--- src/scp_consts.svh ---
// Offsets, field positions, reset values and timing counts of the serial ROM port
`ifndef SCP_CONSTS_SVH
`define SCP_CONSTS_SVH
`define SCP_ADDR_W 8
`define SCP_OFF_PIN 8'h08
`define SCP_OFF_TEST 8'h0C
`define SCP_OFF_RFC 8'h48
`define SCP_OFF_RFD 8'h4C
`define SCP_OFF_IRQ_STAT 8'h80
`define SCP_OFF_IRQ_MASK 8'h84
`define SCP_PIN_RESET 32'h0000_0002
`define SCP_PIN_W 7
`define SCP_B_MGMT_CLK 6
`define SCP_B_MGMT_DIR 5
`define SCP_B_MGMT_DATA 4
`define SCP_B_ROM_CS 3
`define SCP_B_ROM_CLK 2
`define SCP_B_ROM_OUT 1
`define SCP_B_ROM_IN 0
`define SCP_B_RELOAD 2
`define SCP_B_CHECK 1
`define SCP_B_FAIL 0
`define SCP_IRQ_W 3
`define SCP_IRQ_LOAD 0
`define SCP_IRQ_CHECK 1
`define SCP_IRQ_FAIL 2
`define SCP_SYNC_RESET 2'h2
`define SCP_RFC_ADDR_W 10
`define SCP_RFC_SA0 10'h000
`define SCP_RFC_SA1 10'h002
`define SCP_RFC_SA2 10'h004
`define SCP_IMG_WORDS 12
`define SCP_W_INT 4'h2
`define SCP_W_MISC 4'h3
`define SCP_W_SA0 6
`define SCP_W_SA1 7
`define SCP_W_SA2 8
`define SCP_W_SA3 9
`define SCP_W_WAKE 4'hA
`define SCP_W_SUM 4'hB
`define SCP_SUM_SEED 8'h55
`define SCP_RD_OPCODE 3'h6
`define SCP_HDR_BITS 9
`define SCP_LAST_BIT 5'h18
`define SCP_CLK_NS 100
`define SCP_LOAD_US 1500
`define SCP_BITS_PER_WORD 27
`define SCP_HALF_CYC ((`SCP_LOAD_US * 1000 / `SCP_CLK_NS) / (`SCP_IMG_WORDS * `SCP_BITS_PER_WORD * 2))
`endif

--- src/scp_pkg.sv ---
// Types and checksum helper of the serial ROM port
package scp_pkg;
   typedef struct packed {
      logic cs;
      logic sk;
      logic di;
   } scp_rom_pins_t;

   typedef struct packed {
      logic [15:0] int_latency;
      logic [15:0] misc;
      logic [15:0] wake_filter;
   } scp_cfg_t;

   typedef enum logic [1:0] {
      RD_IDLE = 2'b00,
      RD_SETUP = 2'b01,
      RD_BIT = 2'b10,
      RD_END = 2'b11
   } scp_rd_state_t;

   // High plus low byte of one image word, modulo 256
   function automatic logic [7:0] scp_byte_sum(input logic [15:0] w);
      scp_byte_sum = w[15:8] + w[7:0];
   endfunction
endpackage

--- src/scp_rom_reader.sv ---
// Reads one 16-bit word from the three-wire serial ROM
`timescale 1ns/100ps
`default_nettype none
`include "scp_consts.svh"
module scp_rom_reader
   import scp_pkg::*;
#(
   parameter int HALF_CYC = `SCP_HALF_CYC
) (
   // Clock and reset
   input wire logic pclk,
   input wire logic presetn,
   // Request and answer
   input wire logic start,
   input wire logic [5:0] addr,
   output logic done,
   output logic [15:0] data,
   // ROM pins
   input wire logic rom_do,
   output scp_rom_pins_t pins
);
   localparam logic [7:0] HALF_M1 = 8'(HALF_CYC - 1);

   scp_rd_state_t state_q;
   logic [7:0] tick_q;
   logic [8:0] hdr_q;
   logic [4:0] bit_q;
   logic tick_end;

   assign tick_end = (tick_q == HALF_M1);

   always_ff @(posedge pclk or negedge presetn) begin
      if (!presetn) begin
         tick_q <= 8'h00;
      end else if (state_q == RD_IDLE || tick_end) begin
         tick_q <= 8'h00;
      end else begin
         tick_q <= tick_q + 8'h01;
      end
   end

   always_ff @(posedge pclk or negedge presetn) begin
      if (!presetn) begin
         state_q <= RD_IDLE;
         hdr_q <= 9'h000;
         bit_q <= 5'h00;
         pins <= '0;
         data <= 16'h0000;
         done <= 1'b0;
      end else begin
         done <= 1'b0;
         case (state_q)
            RD_IDLE: begin
               if (start) begin
                  hdr_q <= {`SCP_RD_OPCODE, addr};
                  bit_q <= 5'h00;
                  pins <= '{cs: 1'b1, sk: 1'b0, di: 1'b0};
                  state_q <= RD_SETUP;
               end
            end
            RD_SETUP: begin
               if (tick_end) begin
                  pins.di <= hdr_q[8];
                  hdr_q <= {hdr_q[7:0], 1'b0};
                  state_q <= RD_BIT;
               end
            end
            RD_BIT: begin
               if (tick_end && !pins.sk) begin
                  pins.sk <= 1'b1;
               end else if (tick_end) begin
                  pins.sk <= 1'b0;
                  if (bit_q >= 5'(`SCP_HDR_BITS)) begin
                     data <= {data[14:0], rom_do};
                  end
                  if (bit_q == `SCP_LAST_BIT) begin
                     pins <= '0;
                     state_q <= RD_END;
                  end else begin
                     bit_q <= bit_q + 5'h01;
                     pins.di <= hdr_q[8];
                     hdr_q <= {hdr_q[7:0], 1'b0};
                  end
               end
            end
            RD_END: begin
               if (tick_end) begin
                  done <= 1'b1;
                  state_q <= RD_IDLE;
               end
            end
            default: state_q <= RD_IDLE;
         endcase
      end
   end
endmodule
`default_nettype wire

--- src/scp_serial_rom_port.sv ---
// Serial ROM and management pin access port with configuration loader
//
// Our own choice: register access over APB.
`timescale 1ns/100ps
`default_nettype none
`include "scp_consts.svh"
module scp_serial_rom_port
   import scp_pkg::*;
#(
   parameter int HALF_CYC = `SCP_HALF_CYC
) (
   // APB slave
   input wire logic pclk,
   input wire logic presetn,
   input wire logic psel,
   input wire logic penable,
   input wire logic pwrite,
   input wire logic [`SCP_ADDR_W-1:0] paddr,
   input wire logic [31:0] pwdata,
   output logic [31:0] prdata,
   output logic pready,
   output logic pslverr,
   // Soft reset pulse
   input wire logic soft_reset,
   // Serial ROM pins
   output logic rom_cs,
   output logic rom_sk,
   output logic rom_di,
   input wire logic rom_do,
   // Management pins
   output logic mgmt_clk,
   output logic mgmt_data_o,
   output logic mgmt_data_oe,
   input wire logic mgmt_data_i,
   // Loaded configuration and interrupt
   output logic [47:0] station_addr,
   output scp_cfg_t cfg,
   output logic irq
);
   logic [`SCP_PIN_W-1:0] pin_q;
   logic [1:0] s1_q;
   logic [1:0] s2_q;
   logic [1:0] s3_q;
   logic [1:0] lvl_q;
   logic [`SCP_RFC_ADDR_W-1:0] rfc_q;
   logic [`SCP_IRQ_W-1:0] stat_q;
   logic [`SCP_IRQ_W-1:0] mask_q;
   logic [`SCP_IRQ_W-1:0] stat_set;
   logic [`SCP_IRQ_W-1:0] stat_clr;
   logic [15:0] img_q [`SCP_IMG_WORDS];
   logic ld_busy_q;
   logic chk_mode_q;
   logic auto_q;
   logic fail_q;
   logic rd_start_q;
   logic [3:0] word_q;
   logic [7:0] sum_q;
   logic rd_done;
   logic [15:0] rd_data;
   scp_rom_pins_t rd_pins;
   logic [31:0] rdata_d;
   logic err_d;
   logic commit;
   logic wr_pin;
   logic wr_test;
   logic wr_rfc;
   logic wr_rfd;
   logic wr_stat;
   logic wr_mask;
   logic req_load;
   logic req_check;
   logic final_word;
   logic sum_ok;
   logic [31:0] pin_view;

   function automatic logic hit(input logic [`SCP_ADDR_W-1:0] a,
                                input logic [`SCP_ADDR_W-1:0] off);
      hit = (a == off);
   endfunction

   // Pin inputs: three flops, level moves when second and third agree
   always_ff @(posedge pclk or negedge presetn) begin
      if (!presetn) begin
         s1_q <= `SCP_SYNC_RESET;
         s2_q <= `SCP_SYNC_RESET;
         s3_q <= `SCP_SYNC_RESET;
         lvl_q <= `SCP_SYNC_RESET;
      end else begin
         s1_q <= {rom_do, mgmt_data_i};
         s2_q <= s1_q;
         s3_q <= s2_q;
         lvl_q <= (s2_q & s3_q) | (lvl_q & (s2_q ^ s3_q));
      end
   end

   // APB access: one wait state, answer on second access cycle
   assign commit = psel && penable && pready;
   assign wr_pin = commit && pwrite && hit(paddr, `SCP_OFF_PIN);
   assign wr_test = commit && pwrite && hit(paddr, `SCP_OFF_TEST);
   assign wr_rfc = commit && pwrite && hit(paddr, `SCP_OFF_RFC);
   assign wr_rfd = commit && pwrite && hit(paddr, `SCP_OFF_RFD);
   assign wr_stat = commit && pwrite && hit(paddr, `SCP_OFF_IRQ_STAT);
   assign wr_mask = commit && pwrite && hit(paddr, `SCP_OFF_IRQ_MASK);

   // released pin reads back live level
   // data-out bit comes from the pin only
   assign pin_view = {25'h0000000, pin_q[`SCP_B_MGMT_CLK], pin_q[`SCP_B_MGMT_DIR],
                      pin_q[`SCP_B_MGMT_DIR] ? pin_q[`SCP_B_MGMT_DATA] : lvl_q[0],
                      pin_q[`SCP_B_ROM_CS], pin_q[`SCP_B_ROM_CLK], lvl_q[1],
                      pin_q[`SCP_B_ROM_IN]};

   always_comb begin
      rdata_d = 32'h0000_0000;
      err_d = 1'b0;
      if (hit(paddr, `SCP_OFF_PIN)) begin
         rdata_d = pin_view;
      end else if (hit(paddr, `SCP_OFF_TEST)) begin
         rdata_d[`SCP_B_RELOAD] = ld_busy_q && !chk_mode_q;
         rdata_d[`SCP_B_CHECK] = ld_busy_q && chk_mode_q;
         rdata_d[`SCP_B_FAIL] = fail_q;
      end else if (hit(paddr, `SCP_OFF_RFC)) begin
         rdata_d[`SCP_RFC_ADDR_W-1:0] = rfc_q;
      end else if (hit(paddr, `SCP_OFF_RFD)) begin
         // station address word by filter address
         if (rfc_q == `SCP_RFC_SA0) begin
            rdata_d[15:0] = station_addr[15:0];
         end else if (rfc_q == `SCP_RFC_SA1) begin
            rdata_d[15:0] = station_addr[31:16];
         end else if (rfc_q == `SCP_RFC_SA2) begin
            rdata_d[15:0] = station_addr[47:32];
         end
      end else if (hit(paddr, `SCP_OFF_IRQ_STAT)) begin
         rdata_d[`SCP_IRQ_W-1:0] = stat_q;
      end else if (hit(paddr, `SCP_OFF_IRQ_MASK)) begin
         rdata_d[`SCP_IRQ_W-1:0] = mask_q;
      end else begin
         err_d = 1'b1;
      end
   end

   always_ff @(posedge pclk or negedge presetn) begin
      if (!presetn) begin
         pready <= 1'b0;
         prdata <= 32'h0000_0000;
         pslverr <= 1'b0;
      end else if (psel && penable && !pready) begin
         pready <= 1'b1;
         prdata <= pwrite ? 32'h0000_0000 : rdata_d;
         pslverr <= err_d;
      end else begin
         pready <= 1'b0;
         pslverr <= 1'b0;
      end
   end

   // Pin access register; bit 1 is never stored
   always_ff @(posedge pclk or negedge presetn) begin
      if (!presetn) begin
         pin_q <= '0;
      end else if (soft_reset) begin
         // soft reset back to reset image
         pin_q <= '0;
      end else if (wr_pin) begin
         pin_q <= pwdata[`SCP_PIN_W-1:0] & ~(7'h01 << `SCP_B_ROM_OUT);
      end
   end

   always_ff @(posedge pclk or negedge presetn) begin
      if (!presetn) begin
         rfc_q <= '0;
      end else if (soft_reset) begin
         rfc_q <= '0;
      end else if (wr_rfc) begin
         rfc_q <= pwdata[`SCP_RFC_ADDR_W-1:0];
      end
   end

   // Pin drivers, all from flops
   always_ff @(posedge pclk or negedge presetn) begin
      if (!presetn) begin
         rom_cs <= 1'b0;
         rom_sk <= 1'b0;
         rom_di <= 1'b0;
         mgmt_clk <= 1'b0;
         mgmt_data_o <= 1'b0;
         mgmt_data_oe <= 1'b0;
      end else begin
         // loader owns ROM pins while busy
         rom_cs <= ld_busy_q ? rd_pins.cs : pin_q[`SCP_B_ROM_CS];
         rom_sk <= ld_busy_q ? rd_pins.sk : pin_q[`SCP_B_ROM_CLK];
         rom_di <= ld_busy_q ? rd_pins.di : pin_q[`SCP_B_ROM_IN];
         mgmt_clk <= pin_q[`SCP_B_MGMT_CLK];
         mgmt_data_oe <= pin_q[`SCP_B_MGMT_DIR];
         mgmt_data_o <= pin_q[`SCP_B_MGMT_DATA];
      end
   end

   // Load sequencer
   assign req_load = wr_test && pwdata[`SCP_B_RELOAD];
   assign req_check = wr_test && pwdata[`SCP_B_CHECK];
   assign final_word = ld_busy_q && rd_done && (word_q == `SCP_W_SUM);
   // low byte 55h, high byte negated sum
   assign sum_ok = (rd_data[7:0] == `SCP_SUM_SEED) && (rd_data[15:8] == 8'(8'h00 - sum_q));

   always_ff @(posedge pclk or negedge presetn) begin
      if (!presetn) begin
         ld_busy_q <= 1'b0;
         chk_mode_q <= 1'b0;
         auto_q <= 1'b1;
         word_q <= 4'h0;
         sum_q <= 8'h00;
         rd_start_q <= 1'b0;
      end else begin
         rd_start_q <= 1'b0;
         if (!ld_busy_q && (auto_q || req_load || req_check)) begin
            ld_busy_q <= 1'b1;
            chk_mode_q <= !(auto_q || req_load);
            auto_q <= 1'b0;
            word_q <= 4'h0;
            sum_q <= `SCP_SUM_SEED;
            rd_start_q <= 1'b1;
         end else if (ld_busy_q && rd_done) begin
            if (word_q == `SCP_W_SUM) begin
               ld_busy_q <= 1'b0;
            end else begin
               sum_q <= sum_q + scp_byte_sum(rd_data);
               word_q <= word_q + 4'h1;
               rd_start_q <= 1'b1;
            end
         end
      end
   end

   always_ff @(posedge pclk) begin
      if (ld_busy_q && rd_done) begin
         img_q[word_q] <= rd_data;
      end
   end

   // Apply image only after a full load with a good checksum
   always_ff @(posedge pclk or negedge presetn) begin
      if (!presetn) begin
         cfg <= '0;
      end else if (final_word && !chk_mode_q && sum_ok) begin
         cfg.int_latency <= img_q[`SCP_W_INT];
         cfg.misc <= img_q[`SCP_W_MISC];
         cfg.wake_filter <= img_q[`SCP_W_WAKE] & 16'hFFF8;
      end
   end

   always_ff @(posedge pclk or negedge presetn) begin
      if (!presetn) begin
         station_addr <= 48'h0000_0000_0000;
      end else if (final_word && !chk_mode_q && sum_ok) begin
         // bit 0 is top of word 6, then words 7 to 9 MSB first
         station_addr[0] <= img_q[`SCP_W_SA0][15];
         for (int i = 0; i < 16; i++) begin
            station_addr[1 + i] <= img_q[`SCP_W_SA1][15 - i];
            station_addr[17 + i] <= img_q[`SCP_W_SA2][15 - i];
         end
         for (int i = 0; i < 15; i++) begin
            station_addr[33 + i] <= img_q[`SCP_W_SA3][15 - i];
         end
      end else if (wr_rfd) begin
         // software write of one address word
         if (rfc_q == `SCP_RFC_SA0) begin
            station_addr[15:0] <= pwdata[15:0];
         end else if (rfc_q == `SCP_RFC_SA1) begin
            station_addr[31:16] <= pwdata[15:0];
         end else if (rfc_q == `SCP_RFC_SA2) begin
            station_addr[47:32] <= pwdata[15:0];
         end
      end
   end

   always_ff @(posedge pclk or negedge presetn) begin
      if (!presetn) begin
         fail_q <= 1'b0;
      end else if (soft_reset) begin
         fail_q <= 1'b0;
      end else if (final_word && chk_mode_q) begin
         fail_q <= !sum_ok;
      end else if (!ld_busy_q && req_check && !req_load) begin
         fail_q <= 1'b0;
      end
   end

   // Interrupts: sticky, write one to clear, set wins
   assign stat_set[`SCP_IRQ_LOAD] = final_word && !chk_mode_q;
   assign stat_set[`SCP_IRQ_CHECK] = final_word && chk_mode_q;
   assign stat_set[`SCP_IRQ_FAIL] = final_word && chk_mode_q && !sum_ok;
   assign stat_clr = wr_stat ? pwdata[`SCP_IRQ_W-1:0] : '0;

   always_ff @(posedge pclk or negedge presetn) begin
      if (!presetn) begin
         stat_q <= '0;
         mask_q <= '0;
         irq <= 1'b0;
      end else if (soft_reset) begin
         stat_q <= stat_set;
         mask_q <= '0;
         irq <= 1'b0;
      end else begin
         stat_q <= (stat_q & ~stat_clr) | stat_set;
         if (wr_mask) begin
            mask_q <= pwdata[`SCP_IRQ_W-1:0];
         end
         irq <= |(stat_q & mask_q);
      end
   end

   scp_rom_reader #(
      .HALF_CYC(HALF_CYC)
   ) u_reader (
      .pclk(pclk),
      .presetn(presetn),
      .start(rd_start_q),
      .addr({2'b00, word_q}),
      .done(rd_done),
      .data(rd_data),
      .rom_do(lvl_q[1]),
      .pins(rd_pins)
   );
endmodule
`default_nettype wire

--- config.mk ---
export PLATFORM = sky130hd
export DESIGN_NAME = scp_serial_rom_port
export DESIGN_NICKNAME = d
export VERILOG_FILES = /design/src/scp_pkg.sv /design/src/scp_rom_reader.sv /design/src/scp_serial_rom_port.sv
export VERILOG_INCLUDE_DIRS = /design/src
export SDC_FILE = /design/constraint.sdc
export NUM_CORES = 1
export LEC_CHECK = 0
export BUFFER_PORTS_ARGS = -buffer_cell sky130_fd_sc_hd__buf_2
export CAP_MARGIN = 5
export CORE_ASPECT_RATIO = 0.6
export CORE_UTILIZATION = 30
export CTS_CLUSTER_SIZE = 8
export DETAILED_ROUTE_END_ITERATION = 12
export SYNTH_ARGS = -nofsm -noshare
export SYNTH_HDL_FRONTEND = slang
export SYNTH_SLANG_ARGS = --single-unit
--- constraint.sdc ---
create_clock -name pclk -period 6.33 [get_ports pclk]
set_clock_uncertainty 0.1 [all_clocks]
set_input_delay 0.633 -clock pclk [delete_from_list [all_inputs] [get_ports pclk]]
set_output_delay 0.633 -clock pclk [all_outputs]
set_load 0.05 [all_outputs]
* Word level (Yosys, flattened, before mapping)
Memory sizes are Yosys's and may differ from the RTL's. A register that Yosys moved wholly into a read port is not among the register bits. Index checks and enable logic that the tools add are counted.
Storage, ports and cells: output and inout bits 137, memory bits (writable) 192, logic and storage cells 235, memories 1, register bits 181
Memory list:
- img_q | depth 12, width 16, rd ports 7, clocked after memory_dff 3, wr ports 1, line scp_serial_rom_port.sv:50 | logic [15:0] img_q [`SCP_IMG_WORDS];
Operators by class: muxes and demuxes 89, bitwise operators 9, equality and inequality tests 27, order comparisons 1, reduce and logical (&&, ||, !) cells 65, $add $sub $neg 6
Operator list (count):
- $mux 16 | 9
- $mux 48 | 2
- $mux 9 | 5
- $mux 32 | 1
- $mux 8 | 4
- $mux 1 | 31
- $mux 10 | 3
- $mux 3 | 10
- $pmux 9 s3 | 1
- $mux 13 | 2
- $logic_and 1x1->1 | 25
- $eq 8x7->1 const B | 3
- $mux 5 | 4
- $reduce_bool 2->1 | 10
- $add 8x8->8 | 2
- $eq 8x4->1 const B | 2
- $eq 8x8->1 const B | 2
- $reduce_and 5->1 | 3
- $mux 2 | 7
- $mux 7 | 2
- $mux 4 | 3
- $reduce_and 6->1 | 2
- $eq 10x2->1 const B | 1
- $eq 10x3->1 const B | 1
- 35 further kinds | 62

* Depth between registers and ports, before layout
depth in word-level cells 10, depth in mapped cells 10, gate-level depth less buffers 10

* By module
A second synthesis with hierarchy kept.
Unflattened totals: cell total of the unflattened synthesis 990, area total of the unflattened synthesis 13432.9 µm²
Modules (own cells, without submodules):
- scp_serial_rom_port | cells each 807, area an instance 11242.0 µm², instances 1
- scp_rom_reader | cells each 183, area an instance 2190.9 µm², instances 1

* Least setup slack after synthesis
Ideal clock, no wire load.
kind input to register, start point in paddr[1], end point reg station_addr[22], slack 3.314 ns, data required time 6.102 ns, library setup time 0.128 ns, stages on the path 8, arrival time 2.788 ns, cells stage by stage or4_1 -> buf_2 -> nor4_4 -> and3_2 -> buf_4 -> buf_6 -> mux2_2 -> mux2_1
On the way: longest elaborated chain between the ends 4
RTL lines:
- from (decl) | line scp_serial_rom_port.sv:18 | input wire logic [`SCP_ADDR_W-1:0] paddr,
- $eq 8x7->1 | line scp_serial_rom_port.sv:78 | hit = (a == off);
- $logic_and 1x1->1 | line scp_serial_rom_port.sv:101 | assign wr_rfd = commit && pwrite && hit(paddr, `SCP_OFF_RFD);
- $reduce_bool 2->1 (no line)
- $reduce_and 3->1 (no line)
- to (signal, indexed assignment) | line scp_serial_rom_port.sv:258 | station_addr[1 + i] <= img_q[`SCP_W_SA1][15 - i];
- to (signal, indexed assignment) | line scp_serial_rom_port.sv:259 | station_addr[17 + i] <= img_q[`SCP_W_SA2][15 - i];
- to (signal, indexed assignment) | line scp_serial_rom_port.sv:262 | station_addr[33 + i] <= img_q[`SCP_W_SA3][15 - i];
- to (decl) | line scp_serial_rom_port.sv:36 | output logic [47:0] station_addr,
No other way between the ends. A chain may end at the register's enable or synchronous reset.

* Final worst setup path
start point reg pready, end point reg prdata[4]
On the way: longest elaborated chain between the ends 2
RTL lines:
- from (decl) | line scp_serial_rom_port.sv:21 | output logic pready,
- from (signal assigned) | line scp_serial_rom_port.sv:143 | pready <= 1'b0;
- from (signal assigned) | line scp_serial_rom_port.sv:147 | pready <= 1'b1;
- from (signal assigned) | line scp_serial_rom_port.sv:151 | pready <= 1'b0;
- $logic_not 1->1 | line scp_serial_rom_port.sv:146 | end else if (psel && penable && !pready) begin
- $logic_and 1x1->1 | line scp_serial_rom_port.sv:146
- to (signal assigned) | line scp_serial_rom_port.sv:148 | prdata <= pwrite ? 32'h0000_0000 : rdata_d;
- to (decl) | line scp_serial_rom_port.sv:20 | output logic [31:0] prdata,
No other way between the ends.

==> implementation parameters <==
Parameter                              Value

Timing
  Slew Limit Headroom ... a little under a quarter
  Number of max-slew violations in the final report ... 0
  Highest clock rate ... about 310 MHz
  Worst slack on hold paths ... -12.5 ps
  Number of hold-slack violations in the final timing report ... 6
  Minimum clock period after layout ... around 3300 ps
  Worst Tran Pin Value ... roughly 1100 ps
  Summed negative setup slack over all endpoints ... 0 ps
  RSZ-0062 raised after global routing ... no
  Post-layout worst setup margin ... ~3100 ps
  Period Utilization, post-route ... between 50% and 60%
  Total of endpoints with negative setup slack in the final report ... 0

Status
  Run status ... complete, but fails checks
  Failing checks ... DRC, hold timing

Finish
  Total area of multi-input combinational cells ... 5030 µm²
  Seq. cell area ... around 8000 µm²
  Area growth, synth to finish ... 19.2%
  Post-layout nets ... around 1,200
  N_diodes ... 0
  Proportion of layout cells with a drive suffix above 1 ... 32.3%
  Fill cell count ... 4,206

Drt
  Wire length on met1 ... between 15,000 and 20,000 µm
  Number of nets with antenna violations after detailed routing ... 0
  Highest metal layer used by the detailed router ... met5
  1st-pass router iterations ... 10
  Drt initial violations ... roughly 700
  DRC violations left ... 11
  Average via count per standard cell ... between 4 and 5
  Via count of the routed design ... between 8,000 and 9,000
  Routed WL per cell ... roughly 20 µm
  Met3 wirelength from detailed routing ... between 2000 and 2500 µm
  Final wirelength ... approximately 35,000 µm
  Met2 layer wire length in the routed design ... around 16,000 µm

Logic synthesis
  Cell type contributing the most total cell area after synthesis ... sky130_fd_sc_hd__dfrtp_1
  Synth top area share ... 38.2%
  Number of enable-type register cells in the synthesized netlist ... between 90 and 100
  Synth Instances ... 982
  Syn Std Cell Area ... around 13,000 µm²
  Average footprint of a synthesized cell ... 13.6 µm²
  Cell types with the highest counts after synthesis ... sky130_fd_sc_hd__dfrtp_1, sky130_fd_sc_hd__mux2_2, sky130_fd_sc_hd__edfxtp_1
  Warnings from Yosys ... 0
  Netlist cell types ... 67
  Top FF cell, synth ... sky130_fd_sc_hd__dfrtp_1
  Post-synthesis sequential element count ... between 300 and 400
  Most area-consuming cells after synthesis ... sky130_fd_sc_hd__dfrtp_1, sky130_fd_sc_hd__edfxtp_1, sky130_fd_sc_hd__mux2_2
  Share of flip-flops with an asynchronous set or reset ... between 60 and 70%
  Proportion of synthesized chip area in sequential cells ... 60.0%
  Top-count cell post-synth ... sky130_fd_sc_hd__dfrtp_1

Pwr
  Worst IR Drop VDD ... 160 µV
  Part of the total power dissipated in combinational logic ... about a tenth
  Power density over cell area ... 297 nW/µm²
  Cell-internal power ... 3.57 mW
  Net switching power ... between 1 and 1.5 mW
  Switching share of total power ... about a quarter
  Clock group share of total power ... a little under half
  Reported leakage power ... ~7.3 nW
  Power share of the sequential group ... around 45%

Worst setup path
  Critical path buffers and inverters ... 0
  Biggest fanout along the worst timing path ... 19
  Reg2Reg Setup Slack ... ~3000 ps
  Critical path type ... flip-flop to flip-flop
  Crit path launch type ... flip-flop
  Cell breakdown of the critical path ... nand3b_1 > or2_2 > nor3_1 > a22oi_1 > o211ai_1
  Number of cells on the worst reg-to-reg path ... 5
  Crit path max-delay cell type ... sky130_fd_sc_hd__nor3_1
  Critical R2R Launch ... pready$_DFF_PN0_
  Biggest cell delay along the critical path ... slightly below 900 ps
  WP data arrival ... about 3600 ps
  Worst path required time ... between 6000 and 7000 ps
  Worst R2R End ... prdata[4]$_DFFE_PN0P_
  Crit. End Element ... flip-flop
  Largest delay share family, worst path ... simple AND/OR/NAND/NOR gates

Floorplanning
  Die Height ... 166 µm
  Core area ... ~44,000 µm²
  Number of standard-cell rows in the floorplan ... 59
  Starting density of the core ... a little under a third
  Die outline width ... between 200 and 300 µm
  Top-level port count ... approximately 190
  Total Die Area ... roughly 45,000 µm²

Placed design
  Dpl ws ... between 2000 and 3000 ps
  Detail Placement HPWL ... about 24,000 µm
  Routability congestion estimate from global placement ... about 0.88
  Input/output buffers ... 149

GRT
  Maximum number of pins on one net before global-route repair ... 93
  Grt total ovfl ... 0
  Global-route wire length before repair ... about 54,000 µm
  Initial antenna violation count ... 2
  Overall track demand over capacity in global routing ... between 10% and 20%
  Vias in the first global route ... 8,622

Clock tree
  Number of buffers on the longest clock path ... 3
  Resize count post-CTS ... 0
  Number of clock sinks ... around 300
  H-tree lvl count ... 2
  Clock input transition at the sequential cells of the worst setup and hold paths ... about 50 ps
  Total CTS buffers ... 43
  CTS Hold Buffers Added ... 0
  CTS tree ... built
  Library cell used as clock root buffer ... sky130_fd_sc_hd__clkbuf_16
  Later-pin clock latency in the skew report ... about 540 ps
  Post CTS Setup Buffer Count ... 0

Min path
  Tightest Hold Check Type ... primary input to async pin

Flow run
  Max-cap violation count ... 0
-- cells in the final DEF, fill, tap and decap left out, types with 9 or more instances in the layout --
master / synthesis / final
sky130_fd_sc_hd__dfrtp_1: 204 / 204
sky130_fd_sc_hd__buf_2: 8 / 148
sky130_fd_sc_hd__mux2_2: 133 / 133
sky130_fd_sc_hd__edfxtp_1: 93 / 93
sky130_fd_sc_hd__nor2_1: 55 / 55
sky130_fd_sc_hd__nand2_1: 53 / 53
sky130_fd_sc_hd__clkbuf_16: 0 / 45
sky130_fd_sc_hd__mux2i_1: 36 / 36
sky130_fd_sc_hd__clkbuf_1: 27 / 31
sky130_fd_sc_hd__a21oi_1: 30 / 30
sky130_fd_sc_hd__o21ai_0: 29 / 29
sky130_fd_sc_hd__ha_1: 23 / 23
sky130_fd_sc_hd__inv_1: 22 / 22
sky130_fd_sc_hd__mux2_4: 20 / 20
sky130_fd_sc_hd__conb_1: 1 / 19
sky130_fd_sc_hd__mux2_1: 16 / 16
sky130_fd_sc_hd__nand3_1: 14 / 14
sky130_fd_sc_hd__xnor2_1: 13 / 13
sky130_fd_sc_hd__nor3_1: 13 / 11
sky130_fd_sc_hd__nand2b_1: 10 / 10
sky130_fd_sc_hd__xor2_1: 10 / 10
sky130_fd_sc_hd__o31ai_1: 10 / 10
sky130_fd_sc_hd__a21o_1: 9 / 9
sky130_fd_sc_hd__a22oi_1: 9 / 9
sky130_fd_sc_hd__buf_4: 20 / 9
-- cells by family (layout without fill, tap and decap cells) --
family	count (synthesis)	after routing	share of synthesized area (%)
AOI/OAI and AO/OA	126	126	6.11
xor gates and xnor gates	23	23	1.51
adders and majority gates	31	31	3.35
buffers and inverters	81	256	3.08
DFF	302	302	60.0
muxes	205	205	17.5
other	1	19	0.0280
and+or+nand+nor	213	213	8.41
-- worst max path at each step --
stage / startpoint / end / slack (ps) / depth (start not counted)
2_1_floorplan: paddr[1] / station_addr[22]$_DFFE_PN0P_ / 3310 / 8
3_3_place_gp: paddr[1] / station_addr[27]$_DFFE_PN0P_ / 2880 / 6
3_5_place_dp: paddr[1] / station_addr[29]$_DFFE_PN0P_ / 2840 / 6
4_1_cts: u_reader.data[9]$_DFFE_PN0P_ / sum_q[7]$_DFFE_PN0P_ / 3100 / 8
5_1_grt: pready$_DFF_PN0_ / prdata[4]$_DFFE_PN0P_ / 2840 / 5
6_report: pready$_DFF_PN0_ / prdata[4]$_DFFE_PN0P_ / 3070 / 5
-- registers in the layout, indices dropped and copies added, names as in the netlist, 6 cells and up --
| register | cells |
|---|---|
| cfg | 45 |
| img_q | 93 |
| pin_q | 6 |
| prdata | 16 |
| rfc_q | 10 |
| station_addr | 48 |
| sum_q | 8 |
| u_reader.data | 16 |
| u_reader.hdr_q | 9 |
| u_reader.tick_q | 8 |
-- cell type report --
| class | count | area share, % |
|---|---|---|
| flip-flops and latches | 302 | 50.4 |
| multi-input cells | 617 | 31.6 |
| clock buffers | 76 | 7.80 |
| repair buffers | 158 | 5.17 |
| well taps | 579 | 4.55 |
| inverters | 22 | 0.518 |
-- worst reg2reg max path, stage by stage (launching register included) --
cell	delay [ps]
sky130_fd_sc_hd__dfrtp_1	380
sky130_fd_sc_hd__nand3b_1	810
sky130_fd_sc_hd__or2_2	680
sky130_fd_sc_hd__nor3_1	890
sky130_fd_sc_hd__a22oi_1	140
sky130_fd_sc_hd__o211ai_1	170
-- power groups by stage --
| stage | logic, mW | clock network (mW) | registers, mW |
|---|---|---|---|
| floorplan | 0.346 | 0 | 2.15 |
| global placement | 0.456 | 0 | 2.15 |
| detailed placement | 0.473 | 0 | 2.15 |
| CTS | 0.475 | 2.20 | 2.12 |
| global route | 0.528 | 2.28 | 2.13 |
| finish | 0.468 | 2.14 | 2.12 |
-- metrics by stage --
stage               instance area, µm²  power (mW)  instances  util [%]
floorplan                        13400        2.50       1000         -
global placement                 14700        2.60       1678      33.7
detailed placement               14700        2.63       1678      33.7
CTS                              15900        4.79       1754      36.5
global route                     15900        4.94       1754      36.5
finish                           15900        4.73       1754      36.5
-- routing by layer --
metal	vias to the layer above	global-route usage (%)
met5	-	0
met4	2	4.80
met3	72	3.41
met2	252	24.0
met1	4303	22.0
li1	3850	-
No activity file was read; power rests on OpenSTA's default activity.
